===== config.mk =====
export PLATFORM = sky130hd
export DESIGN_NAME = pss_sequencer
export DESIGN_NICKNAME = d
export VERILOG_FILES = /design/src/logic/pss_sequencer.v /design/src/logic/pss_buf2.v
export VERILOG_INCLUDE_DIRS = /design/src /design/src/logic
export SDC_FILE = /design/constraint.sdc
export NUM_CORES = 1
export LEC_CHECK = 0
export BUFFER_PORTS_ARGS = -buffer_cell sky130_fd_sc_hd__buf_4
export CELL_PAD_IN_SITES_DETAIL_PLACEMENT = 0
export CELL_PAD_IN_SITES_GLOBAL_PLACEMENT = 1
export CORE_MARGIN = 2
export CORE_UTILIZATION = 50
export CTS_BUF_LIST = sky130_fd_sc_hd__clkbuf_16
export CTS_CLUSTER_DIAMETER = 40
export DETAILED_ROUTE_END_ITERATION = 16
export PLACE_DENSITY_LB_ADDON = 0.1
export SLEW_MARGIN = 20
export SYNTH_ARGS = -nofsm -noshare
export SYNTH_HDL_FRONTEND = slang
export SYNTH_SLANG_ARGS = --single-unit

===== constraint.sdc =====
create_clock -name pclk -period 6.23 [get_ports pclk]
set_clock_uncertainty 0.15 [all_clocks]
set_input_delay 0.9345 -clock pclk [delete_from_list [all_inputs] [get_ports pclk]]
set_output_delay 0.9345 -clock pclk [all_outputs]
set_load 0.005 [all_outputs]

===== src/logic/pss_consts.vh =====
// constants for the pipelined sample sequencer
`ifndef PSS_CONSTS_VH
`define PSS_CONSTS_VH

// register byte offsets
`define PSS_CTRL_OFF 8'h00
`define PSS_ACQ_N_OFF 8'h04
`define PSS_RATE_OFF 8'h08
`define PSS_GEN_N_OFF 8'h0C
`define PSS_STATUS_OFF 8'h10
`define PSS_OD_DATA_OFF 8'h14

// control fields
`define PSS_CTRL_ACQ_GO 0
`define PSS_CTRL_EXT_SEL 1
`define PSS_CTRL_HWSP 2
`define PSS_CTRL_GEN_GO 3
`define PSS_CTRL_OD_GO 4

// status fields
`define PSS_ST_ACQ_BUSY 0
`define PSS_ST_ACQ_DONE 1
`define PSS_ST_GEN_BUSY 2
`define PSS_ST_GEN_DONE 3
`define PSS_ST_OD_BUSY 4
`define PSS_ST_OD_VALID 5
`define PSS_ST_CFG_ERR 6
`define PSS_ST_OVERRUN 7

// reset values
`define PSS_ACQ_N_RST 16'h0000
`define PSS_GEN_N_RST 16'h0000
`define PSS_RATE_RST 16'h0010

// design-time defaults
`define PSS_PIPE_DEPTH_DEF 8'h03

// cycles between on-demand burst pulses, the fastest rate of the tick path
`define PSS_OD_PERIOD 16'h0002

`endif


===== src/logic/pss_sequencer.v =====
// sample clock sequencer for a pipelined converter and an output sample path
//
// Notes on behaviour
// - a value is passed on only once the pipeline depth in further ticks has followed it.
// - a finite acquisition of n samples ends only after n plus depth pulses.
// - with the internal clock the block issues all n plus depth pulses itself.
// - single-point hardware timing is refused on pipelined variants unless supported.
// - an on-demand read on a pipelined variant bursts depth plus one pulses at full rate.
// - an on-demand read on a plain variant bursts exactly two pulses.
// - only the result of the first burst pulse is kept, the rest are dropped.
// - samples after a long pause pass through unchanged and unmarked.
// - any rate divider is accepted, with no floor on the sample rate.
// - an outside-clocked generation outputs n samples and ends on pulse n plus one.
// - the newer timing engine ends a generation on pulse n.
`timescale 1ns/1ps
`include "pss_consts.vh"
module pss_sequencer #(
  parameter [7:0] PIPE_DEPTH = `PSS_PIPE_DEPTH_DEF,
  parameter [0:0] PIPELINED = 1'b1,
  parameter [0:0] HWSP_OK = 1'b0,
  parameter [0:0] NEW_ENGINE = 1'b0
) (
  input wire pclk,
  input wire presetn,
  input wire psel,
  input wire penable,
  input wire pwrite,
  input wire [7:0] paddr,
  input wire [31:0] pwdata,
  output reg [31:0] prdata,
  output reg pready,
  output reg pslverr,
  input wire ext_sample_clk,
  input wire output_sample_pulse,
  input wire pause_trig,
  output reg adc_sample_clk,
  input wire [15:0] adc_data,
  output reg dac_update,
  output wire [15:0] smp_data,
  output wire smp_valid,
  input wire smp_ready
);
  localparam [2:0] ST_IDLE = 3'b001;
  localparam [2:0] ST_RUN = 3'b010;
  localparam [2:0] ST_OD = 3'b100;

  // all flush and burst counts follow from the two parameters
  localparam [16:0] DEPTH17 = (PIPELINED != 1'b0) ? {9'h000, PIPE_DEPTH} : 17'h00000;
  localparam [16:0] OD_LEN = (PIPELINED != 1'b0) ? (DEPTH17 + 17'h00001) : 17'h00002;
  localparam [16:0] OD_KEEP = DEPTH17 + 17'h00001;

  function hit;
    input [7:0] a;
    input [7:0] off;
    begin
      hit = (a[7:2] == off[7:2]);
    end
  endfunction

  // pin synchronisers: bit0 ext clock, bit1 output sample pulse, bit2 pause
  wire [2:0] pin_raw;
  wire [2:0] pin_rise;
  wire [2:0] pin_lvl;
  assign pin_raw = {pause_trig, output_sample_pulse, ext_sample_clk};

  genvar g;
  generate
    for (g = 0; g < 3; g = g + 1) begin : g_sync
      reg s1_q;
      reg s2_q;
      reg s3_q;
      reg filt_q;
      always @(posedge pclk or negedge presetn) begin
        if (!presetn) begin
          s1_q <= 1'b0;
          s2_q <= 1'b0;
          s3_q <= 1'b0;
          filt_q <= 1'b0;
        end else begin
          s1_q <= pin_raw[g];
          s2_q <= s1_q;
          s3_q <= s2_q;
          if (s2_q == s3_q) begin
            filt_q <= s3_q;
          end
        end
      end
      assign pin_rise[g] = s2_q & s3_q & ~filt_q;
      assign pin_lvl[g] = filt_q;
    end
  endgenerate

  reg [2:0] state_q;
  reg ext_sel_q;
  reg hwsp_q;
  reg [15:0] acq_n_q;
  reg [15:0] rate_q;
  reg [15:0] gen_n_q;
  reg [15:0] od_data_q;
  reg [15:0] div_q;
  reg [16:0] pulse_q;
  reg [16:0] total_q;
  reg cap_pend_q;
  reg acq_done_q;
  reg od_valid_q;
  reg cfg_err_q;
  reg overrun_q;
  reg gen_busy_q;
  reg gen_done_q;
  reg [16:0] gen_cnt_q;

  wire buf_ready;
  wire buf_push;
  wire rd_phase;
  wire wr_en;
  wire ctrl_wr;
  wire st_wr;
  wire mapped;
  wire reject;
  wire acq_go;
  wire od_go;
  wire gen_go;
  wire [15:0] div_lim;
  wire [15:0] period;
  wire int_ok;
  wire tick_fire;
  wire acq_end;
  wire od_end;
  wire [16:0] gen_next;
  wire gen_end;
  wire [7:0] status_w;
  reg [31:0] rdata_d;

  // apb: one wait state, writes land on the completing edge
  assign rd_phase = psel & penable & ~pready;
  assign wr_en = psel & penable & pready & pwrite;
  assign ctrl_wr = wr_en & hit(paddr, `PSS_CTRL_OFF);
  assign st_wr = wr_en & hit(paddr, `PSS_STATUS_OFF);
  assign mapped = hit(paddr, `PSS_CTRL_OFF) | hit(paddr, `PSS_ACQ_N_OFF) |
                  hit(paddr, `PSS_RATE_OFF) | hit(paddr, `PSS_GEN_N_OFF) |
                  hit(paddr, `PSS_STATUS_OFF) | hit(paddr, `PSS_OD_DATA_OFF);

  assign reject = pwdata[`PSS_CTRL_HWSP] & PIPELINED & ~HWSP_OK;
  assign acq_go = ctrl_wr & pwdata[`PSS_CTRL_ACQ_GO] & (state_q == ST_IDLE) & ~reject;
  assign od_go = ctrl_wr & pwdata[`PSS_CTRL_OD_GO] & ~pwdata[`PSS_CTRL_ACQ_GO] &
                 (state_q == ST_IDLE) & ~reject;
  assign gen_go = ctrl_wr & pwdata[`PSS_CTRL_GEN_GO] & ~gen_busy_q;

  // divider of zero or one still yields one tick per capture slot; no low-rate floor
  assign div_lim = (rate_q == 16'h0000) ? 16'h0000 : (rate_q - 16'h0001);
  assign period = `PSS_OD_PERIOD - 16'h0001;

  // internal ticks stall while the buffer is full, so no word is lost
  // pause only gates ticks; samples held across it pass unmarked
  assign int_ok = ~ext_sel_q & ~pin_lvl[2] & buf_ready & ~cap_pend_q & (div_q >= div_lim);

  always @* begin
    rdata_d = 32'h00000000;
    case (1'b1)
      hit(paddr, `PSS_CTRL_OFF): begin
        rdata_d[`PSS_CTRL_EXT_SEL] = ext_sel_q;
        rdata_d[`PSS_CTRL_HWSP] = hwsp_q;
      end
      hit(paddr, `PSS_ACQ_N_OFF): rdata_d[15:0] = acq_n_q;
      hit(paddr, `PSS_RATE_OFF): rdata_d[15:0] = rate_q;
      hit(paddr, `PSS_GEN_N_OFF): rdata_d[15:0] = gen_n_q;
      hit(paddr, `PSS_STATUS_OFF): rdata_d[7:0] = status_w;
      hit(paddr, `PSS_OD_DATA_OFF): rdata_d[15:0] = od_data_q;
      default: rdata_d = 32'h00000000;
    endcase
  end

  assign status_w = {overrun_q, cfg_err_q, od_valid_q, (state_q == ST_OD),
                     gen_done_q, gen_busy_q, acq_done_q, (state_q == ST_RUN)};

  always @(posedge pclk or negedge presetn) begin
    if (!presetn) begin
      prdata <= 32'h00000000;
      pready <= 1'b0;
      pslverr <= 1'b0;
    end else begin
      pready <= rd_phase;
      if (rd_phase) begin
        prdata <= pwrite ? 32'h00000000 : rdata_d;
        pslverr <= ~mapped;
      end else begin
        pslverr <= 1'b0;
      end
    end
  end

  always @(posedge pclk or negedge presetn) begin
    if (!presetn) begin
      ext_sel_q <= 1'b0;
      hwsp_q <= 1'b0;
      acq_n_q <= `PSS_ACQ_N_RST;
      rate_q <= `PSS_RATE_RST;
      gen_n_q <= `PSS_GEN_N_RST;
    end else begin
      if (ctrl_wr & ~reject) begin
        ext_sel_q <= pwdata[`PSS_CTRL_EXT_SEL];
        hwsp_q <= pwdata[`PSS_CTRL_HWSP];
      end
      if (wr_en & hit(paddr, `PSS_ACQ_N_OFF)) begin
        acq_n_q <= pwdata[15:0];
      end
      if (wr_en & hit(paddr, `PSS_RATE_OFF)) begin
        rate_q <= pwdata[15:0];
      end
      if (wr_en & hit(paddr, `PSS_GEN_N_OFF)) begin
        gen_n_q <= pwdata[15:0];
      end
    end
  end

  // tick source: internal divider, outside clock, or full-rate burst
  // with the outside clock the count of pulses is up to the far side
  assign tick_fire = (state_q == ST_RUN) & (pulse_q != total_q) &
                     (ext_sel_q ? (pin_rise[0] & ~pin_lvl[2]) : int_ok) |
                     (state_q == ST_OD) & (pulse_q != total_q) & ~cap_pend_q &
                     (div_q >= period);

  assign buf_push = (state_q == ST_RUN) & cap_pend_q & (pulse_q > DEPTH17);
  assign acq_end = (state_q == ST_RUN) & cap_pend_q & (pulse_q == total_q);
  assign od_end = (state_q == ST_OD) & cap_pend_q & (pulse_q == total_q);

  always @(posedge pclk or negedge presetn) begin
    if (!presetn) begin
      state_q <= ST_IDLE;
      div_q <= 16'h0000;
      pulse_q <= 17'h00000;
      total_q <= 17'h00000;
      cap_pend_q <= 1'b0;
      adc_sample_clk <= 1'b0;
      od_data_q <= 16'h0000;
    end else begin
      adc_sample_clk <= tick_fire;
      cap_pend_q <= tick_fire;
      if (tick_fire) begin
        pulse_q <= pulse_q + 17'h00001;
        div_q <= 16'h0000;
      end else if (div_q != 16'hFFFF) begin
        div_q <= div_q + 16'h0001;
      end
      case (state_q)
        ST_IDLE: begin
          pulse_q <= 17'h00000;
          div_q <= 16'h0000;
          if (acq_go) begin
            total_q <= {1'b0, acq_n_q} + DEPTH17;
            if (({1'b0, acq_n_q} + DEPTH17) != 17'h00000) begin
              state_q <= ST_RUN;
            end
          end else if (od_go) begin
            total_q <= OD_LEN;
            state_q <= ST_OD;
          end
        end
        ST_RUN: begin
          if (acq_end) begin
            state_q <= ST_IDLE;
          end
        end
        ST_OD: begin
          // the first pulse's value surfaces after depth more ticks; others drop
          if (cap_pend_q & (pulse_q == OD_KEEP)) begin
            od_data_q <= adc_data;
          end
          if (od_end) begin
            state_q <= ST_IDLE;
          end
        end
        default: state_q <= ST_IDLE;
      endcase
    end
  end

  // sticky flags: a set in the clearing cycle wins
  always @(posedge pclk or negedge presetn) begin
    if (!presetn) begin
      acq_done_q <= 1'b0;
      od_valid_q <= 1'b0;
      cfg_err_q <= 1'b0;
      overrun_q <= 1'b0;
    end else begin
      acq_done_q <= acq_end | (acq_go & (({1'b0, acq_n_q} + DEPTH17) == 17'h00000)) |
                    (acq_done_q & ~(st_wr & pwdata[`PSS_ST_ACQ_DONE]));
      od_valid_q <= od_end | (od_valid_q & ~(st_wr & pwdata[`PSS_ST_OD_VALID]) & ~od_go);
      cfg_err_q <= (ctrl_wr & reject) | (cfg_err_q & ~(st_wr & pwdata[`PSS_ST_CFG_ERR]));
      overrun_q <= (buf_push & ~buf_ready) |
                   (overrun_q & ~(st_wr & pwdata[`PSS_ST_OVERRUN]));
    end
  end

  // generation: n updates, completion on pulse n+1, or pulse n on the newer engine
  assign gen_next = gen_cnt_q + 17'h00001;
  assign gen_end = gen_busy_q & pin_rise[1] &
                   (gen_next == ({1'b0, gen_n_q} + ((NEW_ENGINE != 1'b0) ? 17'h00000 :
                   17'h00001)));

  always @(posedge pclk or negedge presetn) begin
    if (!presetn) begin
      gen_busy_q <= 1'b0;
      gen_done_q <= 1'b0;
      gen_cnt_q <= 17'h00000;
      dac_update <= 1'b0;
    end else begin
      dac_update <= gen_busy_q & pin_rise[1] & (gen_next <= {1'b0, gen_n_q});
      if (gen_go) begin
        gen_cnt_q <= 17'h00000;
        // the newer engine with nothing to send is done at once
        gen_busy_q <= ~((NEW_ENGINE != 1'b0) & (gen_n_q == 16'h0000));
      end else if (gen_busy_q & pin_rise[1]) begin
        gen_cnt_q <= gen_next;
        if (gen_end) begin
          gen_busy_q <= 1'b0;
        end
      end
      gen_done_q <= gen_end | (gen_go & (NEW_ENGINE != 1'b0) & (gen_n_q == 16'h0000)) |
                    (gen_done_q & ~(st_wr & pwdata[`PSS_ST_GEN_DONE]));
    end
  end

  pss_buf2 u_buf (
    .clk(pclk),
    .rst_n(presetn),
    .in_data(adc_data),
    .in_valid(buf_push),
    .in_ready(buf_ready),
    .out_data(smp_data),
    .out_valid(smp_valid),
    .out_ready(smp_ready)
  );
endmodule // pss_sequencer


===== src/logic/pss_buf2.v =====
// two-entry buffer with valid and ready on both sides
`timescale 1ns/1ps
module pss_buf2 (
  input wire clk,
  input wire rst_n,
  input wire [15:0] in_data,
  input wire in_valid,
  output wire in_ready,
  output reg [15:0] out_data,
  output reg out_valid,
  input wire out_ready
);
  reg [15:0] skid_q;
  reg skid_v_q;
  wire push;
  wire pop;

  // ready depends only on a flop, so no combinational path runs through
  assign in_ready = ~skid_v_q;
  assign push = in_valid & ~skid_v_q;
  assign pop = out_valid & out_ready;

  always @(posedge clk or negedge rst_n) begin
    if (!rst_n) begin
      out_data <= 16'h0000;
      out_valid <= 1'b0;
      skid_q <= 16'h0000;
      skid_v_q <= 1'b0;
    end else if (pop) begin
      if (skid_v_q) begin
        out_data <= skid_q;
        skid_v_q <= 1'b0;
      end else if (push) begin
        out_data <= in_data;
      end else begin
        out_valid <= 1'b0;
      end
    end else if (push) begin
      if (!out_valid) begin
        out_data <= in_data;
        out_valid <= 1'b1;
      end else begin
        skid_q <= in_data;
        skid_v_q <= 1'b1;
      end
    end
  end
endmodule // pss_buf2


==> impl_metrics.tcl, run 1 <==
set metrics [dict create \
    endpoint_kind "flop" \
    relSlewSlack_pct 33.9 \
    placedCellCount 1549 \
    rsz0062_at_grt "false" \
    die_width_microns 157 \
    grt_pass1_vias 8825 \
    antenna_found_initial 0 \
    synth_top_family_by_area "simple AND/OR/NAND/NOR gates" \
    cts_buffers 36 \
    max_stage_delay_ps 560 \
    nNetsFinal 1378 \
    antenna_left 0 \
    dp_hpwl_mm 22.1 \
    p_seq_share_pct 39.2 \
    synth-edff-count 0 \
    max_cap_viol_count 0 \
    synth_top_area_share_pct 44.0 \
    die-area_sq_um 24700 \
    synthTopCellsByCount "dfrtp_1, nand2_1, o21ai_0" \
    p_leak_nw 6.29 \
    syn_inst 1194 \
    synthMuxAreaShare_pct 10.4 \
    grt_pass1_wl_mm 48.1 \
    drtPass1Iterations 5 \
    synth-compound-area-share_pct 10.2 \
    fin_util_pct 59.0 \
    stdcell_count 1615 \
    netlist_area_sq_um 11700 \
    p_sw_w 0.000928 \
    port_buffers 83 \
    grt_usage_pct 25.0 \
    num_io_pins 118 \
    timing.hold.ws_ps 200 \
    synthAdderAreaFrac_pct 4.89 \
    synth_warnings 0 \
    ys_async_sr_fraction_pct 100 \
    cts_hold_buf 0 \
    setup_tns_ps 0 \
    htreeDepth 2 \
    crit_slowest_cell "or4_1" \
    globalRouteOverflowTotal 0 \
    synth_area_leaders "dfrtp_1, mux2_2, ha_1" \
    cts_tree "built" \
    area_growth_pct 17.1 \
    fin_crit_sh_pct 83.2 \
    layout_min_cycle_time_ps 5190 \
    required_ps 6510 \
    start_util_pct 50.4 \
    yosysMostFrequentCell "dfrtp_1" \
    p_int_w 0.00275 \
    power_density_nw_per_um2 268 \
    outcome "finished, final reports clean" \
    remaining_drc_errors 0 \
    clk_latency_ps 520 \
    synth_top_area_cell "dfrtp_1" \
    dpl_cell_area_sq_um 12500 \
    grt_max_degree 98 \
    ir_drop_mv 0.229 \
    ys_seq_elements 208 \
    syn_area_per_cell_sq_um 9.81 \
    synth-simple-area-share_pct 17.8 \
    ys_seq_area_share_pct 44.4 \
    diodes 0 \
    crit_chain "or4_1, or3_1, nor4_1, nand4b_1, and2_1, ha_1, nand2b_1, a21oi_1, o21ai_0, a221o_1, o2111a_1, o21ai_2, clkinv_1, nand4_1, mux2i_1" \
    setup_viol 0 \
    worstPathMaxFanout 16 \
    slew_violations 0 \
    cts_root_buffer "clkbuf_16" \
    drive_gt1_share_pct 20.1 \
    dieHeight_microns 157 \
    max_freq_mhz 193 \
    worstMarginPinSlew_ps 982 \
    num_vias 8946 \
    ctsResizeCount 0 \
    via_per_inst 5.54 \
    p_comb_share_pct 7.7 \
    crit_path_start_kind "flop" \
    hold_viol_final 0 \
    final_area_sq_um 13700 \
    coreArea_sq_um 23300 \
    path_class "reg2reg" \
    power.switching_fraction_pct 25.2 \
    clkSinkCount 208 \
    rows 56 \
    wl_mm 30.3 \
    hp-class "reg2reg" \
    routabilityCongestion 0.861 \
    clock_power_share_pct 53.0 \
    synth_cell_type_count 75 \
    drt_iter0_markers 585 \
    cts.clk_slew.worst_paths_ps 60 \
    cts_max_path_buffers 3 \
    drt-wirelength-per-cell_microns 18.8 \
    synth_xor_area_share_pct 7.68 \
    postCtsSetupRepairBufs 0 \
    arrival_ps 5470 \
    synth_ff_type "dfrtp_1" \
]
critical path: cells and delay by family (launching register included):
family / cells / cell delay (ps)
buf+inv: 1 / 370
compound gates: 5 / 1210
fa+ha+maj: 1 / 260
flops: 1 / 440
simple gates: 7 / 2470
mux: 1 / 200
cells in the final DEF, fill, tap and decap left out, types with 6 or more instances in the layout:
master	n
nand4_1	30
dfrtp_1	206
nor2_1	63
buf_4	88
clkbuf_16	37
clkinv_2	6
o21ai_0	101
a21o_1	7
inv_1	53
a21oi_1	48
nor3_1	24
nand2b_1	8
mux2i_1	33
ha_1	45
xor2_1	37
and3_1	12
xnor2_1	62
nand2_1	138
o31ai_1	7
nand3_1	41
mux2_2	79
nor4_1	16
conb_1	16
inv_6	8
or3_1	13
logic make-up (layout without fill, tap and decap cells):
logic type | Yosys count | count (layout)
xor+xnor | 101 | 101
compound gates | 205 | 205
buf+inv | 118 | 205
mux | 112 | 112
simple gates | 403 | 403
flops | 208 | 208
other cells | 1 | 16
fa+ha+maj | 46 | 46
metrics by stage:
stage	worst slack, ps	total power (W)
after floorplan	2030	0.00160
after global routing	554	0.00381
final	1040	0.00368
after global placement	1190	0.00175
after CTS	1030	0.00371
after detailed placement	1060	0.00175
cell type report:
cell class / instances / area, sq um
clock buffer: 37 / 926
clock inverter: 29 / 265
fill: 2056 / 9540
inverter: 50 / 188
multi-input combinational: 883 / 6060
sequential: 208 / 5210
tap: 319 / 399
timing repair buffer: 89 / 676
registers in the layout (all words and copies together) (netlist names), 3 cells and up:
register        flops
gen_cnt_q          17
pulse_q            17
total_q            17
acq_n_q            16
div_q              16
gen_n_q            16
od_data_q          16
prdata             16
rate_q             16
u_buf.out_data     16
u_buf.skid_q       16
g_sync.filt_q       3
g_sync.s1_q         3
g_sync.s2_q         3
g_sync.s3_q         3
state_q             3
layer usage:
metal	global-route usage (%)	up-vias	wire, microns
met5	0	-	0
met2	42.2	177	14700
met3	3.80	55	1100
met4	8.31	0	926
li1	-	4369	-
met1	33.1	4345	13600
worst paths after layout:
kind	startpoint	endpoint	slack, ps	cells after the start
max in group asynchronous	presetn	acq_n_q[15]	4380	2
worst min register to register	g_sync[1].s1_q	g_sync[1].s2_q	200	0
worst max register to register	rate_q[8]	pulse_q[12]	1040	15
worst min-delay path	g_sync[1].s1_q	g_sync[1].s2_q	200	0
worst max-delay path	rate_q[8]	pulse_q[12]	1040	15
min in group asynchronous	presetn	pulse_q[11]	310	1
power groups by stage:
stage / clock network (W) / logic, W / registers, W
after floorplan: 0 / 0.000147 / 0.00146
after global placement: 0 / 0.000283 / 0.00146
after detailed placement: 0 / 0.000289 / 0.00146
after CTS: 0.00198 / 0.000289 / 0.00144
after global routing: 0.00204 / 0.000319 / 0.00145
final: 0.00195 / 0.000285 / 0.00144
(Power assumes the default switching activity.)
==> run 2, diff against run 1 <==
--- a/config.mk
+++ b/config.mk
@@ -10,7 +10,7 @@
 export CELL_PAD_IN_SITES_DETAIL_PLACEMENT = 0
 export CELL_PAD_IN_SITES_GLOBAL_PLACEMENT = 1
 export CORE_MARGIN = 2
-export CORE_UTILIZATION = 50
+export CORE_UTILIZATION = 42
 export CTS_BUF_LIST = sky130_fd_sc_hd__clkbuf_16
 export CTS_CLUSTER_DIAMETER = 40
 export DETAILED_ROUTE_END_ITERATION = 16
==> constraint.sdc (replaced) <==
create_clock -name pclk -period 4.2 [get_ports pclk]
set_clock_uncertainty 0.15 [all_clocks]
set_input_delay 0.63 -clock pclk [delete_from_list [all_inputs] [get_ports pclk]]
set_output_delay 0.63 -clock pclk [all_outputs]
set_load 0.005 [all_outputs]
==> run 2 against run 1 <==
  * Sequential power is 49% higher
  * Critical path depth up 1
  * Worst hold slack got worse by 130 ps
  * Final cell count is 5.1% higher
  * Largest power group unchanged
==> impl_metrics.tcl, run 2 (synthesis gave the netlist of run 1 again) <==
set metrics [dict create \
    outcome "finished, final reports clean" \
    fin_ws_ps 115 \
    clk_latency_ps 520 \
    drt-wirelength-per-cell_microns 18.3 \
    rrSetupSlack_ps 120 \
    clkSinkCount 208 \
    r2r_end "div_q[10]" \
    required_ps 4480 \
    p_sw_w 0.00137 \
    cts_buffers 40 \
    layout_min_cycle_time_ps 4080 \
    crit_chain "or4_4, or3_4, nor4_4, nand4b_1, buf_4, nand2_1, ha_4, a21o_1, a21o_1, a221o_1, o2111a_2, o21ai_4, buf_6, nand2_2, buf_12, nor2_1" \
    power_density_nw_per_um2 405 \
    worstMarginPinSlew_ps 1070 \
    htreeDepth 2 \
    clock_power_share_pct 55.1 \
    cts_tree "built" \
    drtPass1Iterations 5 \
    p_comb_share_pct 7.5 \
    dp_hpwl_mm 23.0 \
    cts.clk_slew.worst_paths_ps 50 \
    endpoint_kind "flop" \
    p_leak_nw 6.47 \
    crit_slowest_cell "or4_4" \
    fillers 2620 \
    num_vias 8929 \
    dieHeight_microns 171 \
    grt_pass1_vias 8866 \
    antenna_found_initial 0 \
    globalRouteOverflowTotal 0 \
    arrival_ps 4370 \
    nNetsFinal 1401 \
    max_freq_mhz 245 \
    die-area_sq_um 29300 \
    remaining_drc_errors 0 \
    crit_buf_inv 3 \
    worst-r2r-cell-count 16 \
    via_per_inst 5.26 \
    top_regs "gen_cnt_q x17, pulse_q x17, total_q x17" \
    startpoint "rate_q[9]" \
    path_common_cell "a21o_1" \
    coreArea_sq_um 27600 \
    final_area_sq_um 14200 \
    timing.rr.start "rate_q[9]" \
    hp-start "pause_trig" \
    preCtsSetupSlack_ps -103 \
    crit_family "simple AND/OR/NAND/NOR gates" \
    final_common_cell "dfrtp_1" \
    path_class "reg2reg" \
    grt_max_degree 94 \
    fin_util_pct 51.2 \
    hp-class "in2reg" \
    ir_drop_mv 0.333 \
    antenna_left 0 \
    cts_root_buffer "clkbuf_16" \
    rsz0062_at_grt "true" \
    max_cap_viol_count 0 \
    crit_end "div_q[10]" \
    worstPathMaxFanout 16 \
    cts_max_path_buffers 3 \
    drive_gt1_share_pct 21.9 \
    dpl_cell_area_sq_um 12700 \
    routabilityCongestion 0.816 \
    max_stage_delay_ps 540 \
    grt_usage_pct 21.9 \
    power.switching_fraction_pct 24.0 \
    final_cell_mix "dfrtp_1, nand2_1, buf_4" \
    start_util_pct 42.4 \
    fin_crit_sh_pct 97.3 \
    drt_iter0_markers 420 \
    p_int_w 0.00436 \
    crit_path_start_kind "flop" \
    p_seq_share_pct 37.4 \
    cp.depth 16 \
    port_buffers 83 \
    postCtsSetupRepairBufs 0 \
    area_growth_pct 20.8 \
    setup_tns_ps 0 \
    p_total_w 0.00573 \
    hold_viol_final 0 \
    setup_viol 0 \
    num_io_pins 118 \
    die_width_microns 171 \
    diodes 0 \
    wl_mm 31.0 \
    relSlewSlack_pct 28.3 \
    rows 61 \
    grt_pass1_wl_mm 49.9 \
    slew_violations 0 \
]
==> run 2: cell count changes in the layout (fill, tap and decap cells not counted), sizes merged <==
cell,delta
buf,+18
clkinv,+5
clkbuf,+4
inv,-6
dlygate4sd3,+1
bufinv,+2
==> run 2: cell type report <==
cell class                 count  area, sq um  area share [%]
timing repair buffer         108          847            5.98
tap                          378          473            3.34
clock inverter                30          304            2.15
inverter                      50          190            1.34
sequential                   208         5210            36.8
multi-input combinational    883         6110            43.2
clock buffer                  41         1030            7.25
==> run 2: worst min-delay path by stage <==
stage,end,slack (ps),cells after the start
final,g_sync[2].s1_q,70,1
after global routing,g_sync[1].s1_q,60,1
after CTS,g_sync[2].s1_q,50,1
after detailed placement,g_sync[2].s2_q,190,0
after global placement,g_sync[2].s2_q,180,0
after floorplan,acq_done_q,180,0
==> run 2: power by group through the flow <==
stage          Combinational, W  Clock [W]  Sequential, W
6_report               0.000432    0.00316        0.00214
5_1_grt                0.000487    0.00332        0.00215
4_1_cts                0.000440    0.00322        0.00214
3_5_place_dp           0.000438          0        0.00217
3_3_place_gp           0.000433          0        0.00217
2_1_floorplan          0.000218          0        0.00216
==> run 2: per-stage QoR <==
step	std cells	hold WS, ps
2_1_floorplan	1209	181
3_3_place_gp	1625	183
3_5_place_dp	1625	187
4_1_cts	1697	52.4
5_1_grt	1698	57.4
6_report	1698	72.9
==> run 2: timing repair <==
item	CTS	global route
gates cloned	0	1
endpoints found under the setup margin	6	32
hold endpoints to repair	34	0
gates resized for setup	2	10
hold buffers	1	0
==> run 2: metal layers <==
layer / share of wire [%] / vias up / GRT usage (%)
li1: - / 4400 / -
met1: 47 / 4304 / 29.8
met2: 47 / 168 / 36.0
met3: 3.2 / 57 / 3.01
met4: 2.7 / 0 / 7.59
met5: 0 / - / 0
==> run 3, diff against run 2 <==
--- a/config.mk
+++ b/config.mk
@@ -14,7 +14,9 @@
 export CTS_BUF_LIST = sky130_fd_sc_hd__clkbuf_16
 export CTS_CLUSTER_DIAMETER = 40
 export DETAILED_ROUTE_END_ITERATION = 16
+export GPL_TIMING_DRIVEN = 0
 export PLACE_DENSITY_LB_ADDON = 0.1
+export RECOVER_POWER = 50
 export SLEW_MARGIN = 20
 export SYNTH_ARGS = -nofsm -noshare
 export SYNTH_HDL_FRONTEND = slang
==> run 3 against run 2 <==
  * The flow now finishes with violations (capacitance limit, slew limit)
  * Final cell count is 3.3% higher
  * Non-clock buffer count rose by 61
  * Worst hold slack improved by 24 ps
  * Critical endpoint is now div_q[8]
==> impl_metrics.tcl, run 3 (synthesis gave the netlist of run 1 again) <==
set metrics [dict create \
    rsz0062_at_grt "true" \
    wl_met2_mm 16.2 \
    globalRouteOverflowTotal 0 \
    drive_gt1_share_pct 23.9 \
    crit_buf_inv 4 \
    via_per_inst 5.23 \
    remaining_drc_errors 0 \
    die-area_sq_um 29300 \
    final_cell_mix "dfrtp_1, nand2_1, o21ai_0" \
    path_common_cell "buf_6" \
    grt_max_degree 89 \
    antenna_left 0 \
    dieHeight_microns 171 \
    relSlewSlack_pct -54.3 \
    met1Wirelength_mm 14.5 \
    max_freq_mhz 241 \
    grt_pass1_vias 9208 \
    fillers 2636 \
    clkSinkCount 208 \
    endpoint_kind "flop" \
    crit_chain "or4_4, or3_4, nor4_4, nand4b_1, buf_6, buf_6, nand2_2, ha_4, nand4_1, nor2_1, a221o_1, o2111a_2, o21ai_4, buf_6, nand2_8, buf_6, nor2_1" \
    crit_family "simple AND/OR/NAND/NOR gates" \
    dp_hpwl_mm 24.4 \
    layout_min_cycle_time_ps 4140 \
    antenna_found_initial 0 \
    wl_mm 32.5 \
    ir_drop_mv 0.254 \
    hold_viol_final 0 \
    hp-class "in2reg" \
    multi_input_area_sq_um 6310 \
    drt_iter0_markers 548 \
    fin_crit_sh_pct 98.6 \
    fin_ws_ps 57.9 \
    outcome "complete, but fails checks" \
    preCtsSetupSlack_ps -753 \
    slew_violations 41 \
    coreArea_sq_um 27600 \
    grt_usage_pct 22.9 \
    die_width_microns 171 \
    drt-wirelength-per-cell_microns 18.5 \
    num_vias 9177 \
    final_area_sq_um 14500 \
    routabilityCongestion 0.832 \
    drtPass1Iterations 5 \
    worstMarginPinSlew_ps 2310 \
    arrival_ps 4410 \
    rows 61 \
    max_cap_viol_count 1 \
    top_regs "gen_cnt_q x17, pulse_q x17, total_q x17" \
    dpl_cell_area_sq_um 12900 \
    routed.top_layer "met4" \
    port_buffers 80 \
    crit_slowest_cell "or4_4" \
    cts.clk_slew.worst_paths_ps 50 \
    max_stage_delay_ps 530 \
    num_io_pins 118 \
    route.met3.wl_mm 1.06 \
    final-seq-area_sq_um 5210 \
    cts_buffers 37 \
    setup_viol 0 \
    power_density_nw_per_um2 377 \
    violations "capacitance limit, slew limit" \
    diodes 0 \
    clk_latency_ps 510 \
    nNetsFinal 1459 \
    p_total_w 0.00548 \
    grt_pass1_wl_mm 51.8 \
    crit_path_start_kind "flop" \
    cts_tree "built" \
    worstPathMaxFanout 7 \
    required_ps 4470 \
    p_leak_nw 6.56 \
    path_class "reg2reg" \
    area_growth_pct 24.2 \
    htreeDepth 2 \
    final_common_cell "dfrtp_1" \
    cts_max_path_buffers 3 \
    setup_tns_ps 0 \
    cts_root_buffer "clkbuf_16" \
    start_util_pct 42.4 \
]
[run 3: cell count changes in the layout (fill, tap and decap cells not counted), moves of 10 or more]
cell and change:
nand2_1 -10, buf_4 -31, clkbuf_1 +40, clkbuf_4 +36
[run 3: path summary, 6_finish.rpt]
check	to	slack [ps]	cells after the start	start
max in group asynchronous	gen_cnt_q[5]	630	4	presetn
min in group asynchronous	pulse_q[10]	1210	2	presetn
max	div_q[8]	60	17	rate_q[9]
max reg2reg	div_q[8]	60	17	rate_q[9]
min	g_sync[1].s1_q	100	1	output_sample_pulse
min reg2reg	g_sync[1].s2_q	200	0	g_sync[1].s1_q
[run 3: layer usage]
layer	vias up	GRT usage (%)
met5	-	0
met4	0	6.74
li1	4523	-
met1	4464	30.2
met3	47	3.05
met2	143	39.3
[run 3: worst register-to-register path: cells and delay by family, from the launching register on]
family / cells / cell delay [ps]
AO/OA/AOI/OAI: 3 / 890
adder cells (fa/ha/maj): 1 / 200
buffers and inverters: 4 / 690
flip-flops: 1 / 420
AND/OR/NAND/NOR: 9 / 1730
[run 3: final cells by class]
cell class | instances | area share (%)
clock inverter | 28 | 1.75
tap | 378 | 3.25
buffer | 68 | 2.54
timing repair buffer | 101 | 5.37
multi-input combinational | 883 | 43.4
clock buffer | 38 | 6.54
inverter | 50 | 1.38
sequential | 208 | 35.8
[run 3: power by group]
part	total [W]	switching [W]	internal, W
clock network	0.00289	0.00105	0.00184
logic	0.000453	0.000250	0.000203
registers	0.00214	0.0000551	0.00208
[run 3: repair_timing]
| action | in CTS | in global routing |
|---|---|---|
| hold buffers | 1 | 0 |
| setup endpoints to repair | 34 | 32 |
| hold endpoints to repair | 40 | 0 |
| setup buffers | 11 | 5 |
| resized for setup | 27 | 43 |
| pin swaps | 5 | 11 |
| gates cloned | 1 | 1 |
[run 3: metrics by stage]
stage                     hold slack [ps]  cells  util, %
after global placement                182   1667     46.5
after floorplan                       181   1209        -
final                                97.0   1754     52.7
after detailed placement              191   1669     46.7
after global routing                 83.9   1754     52.7
after CTS                            61.3   1748     51.8
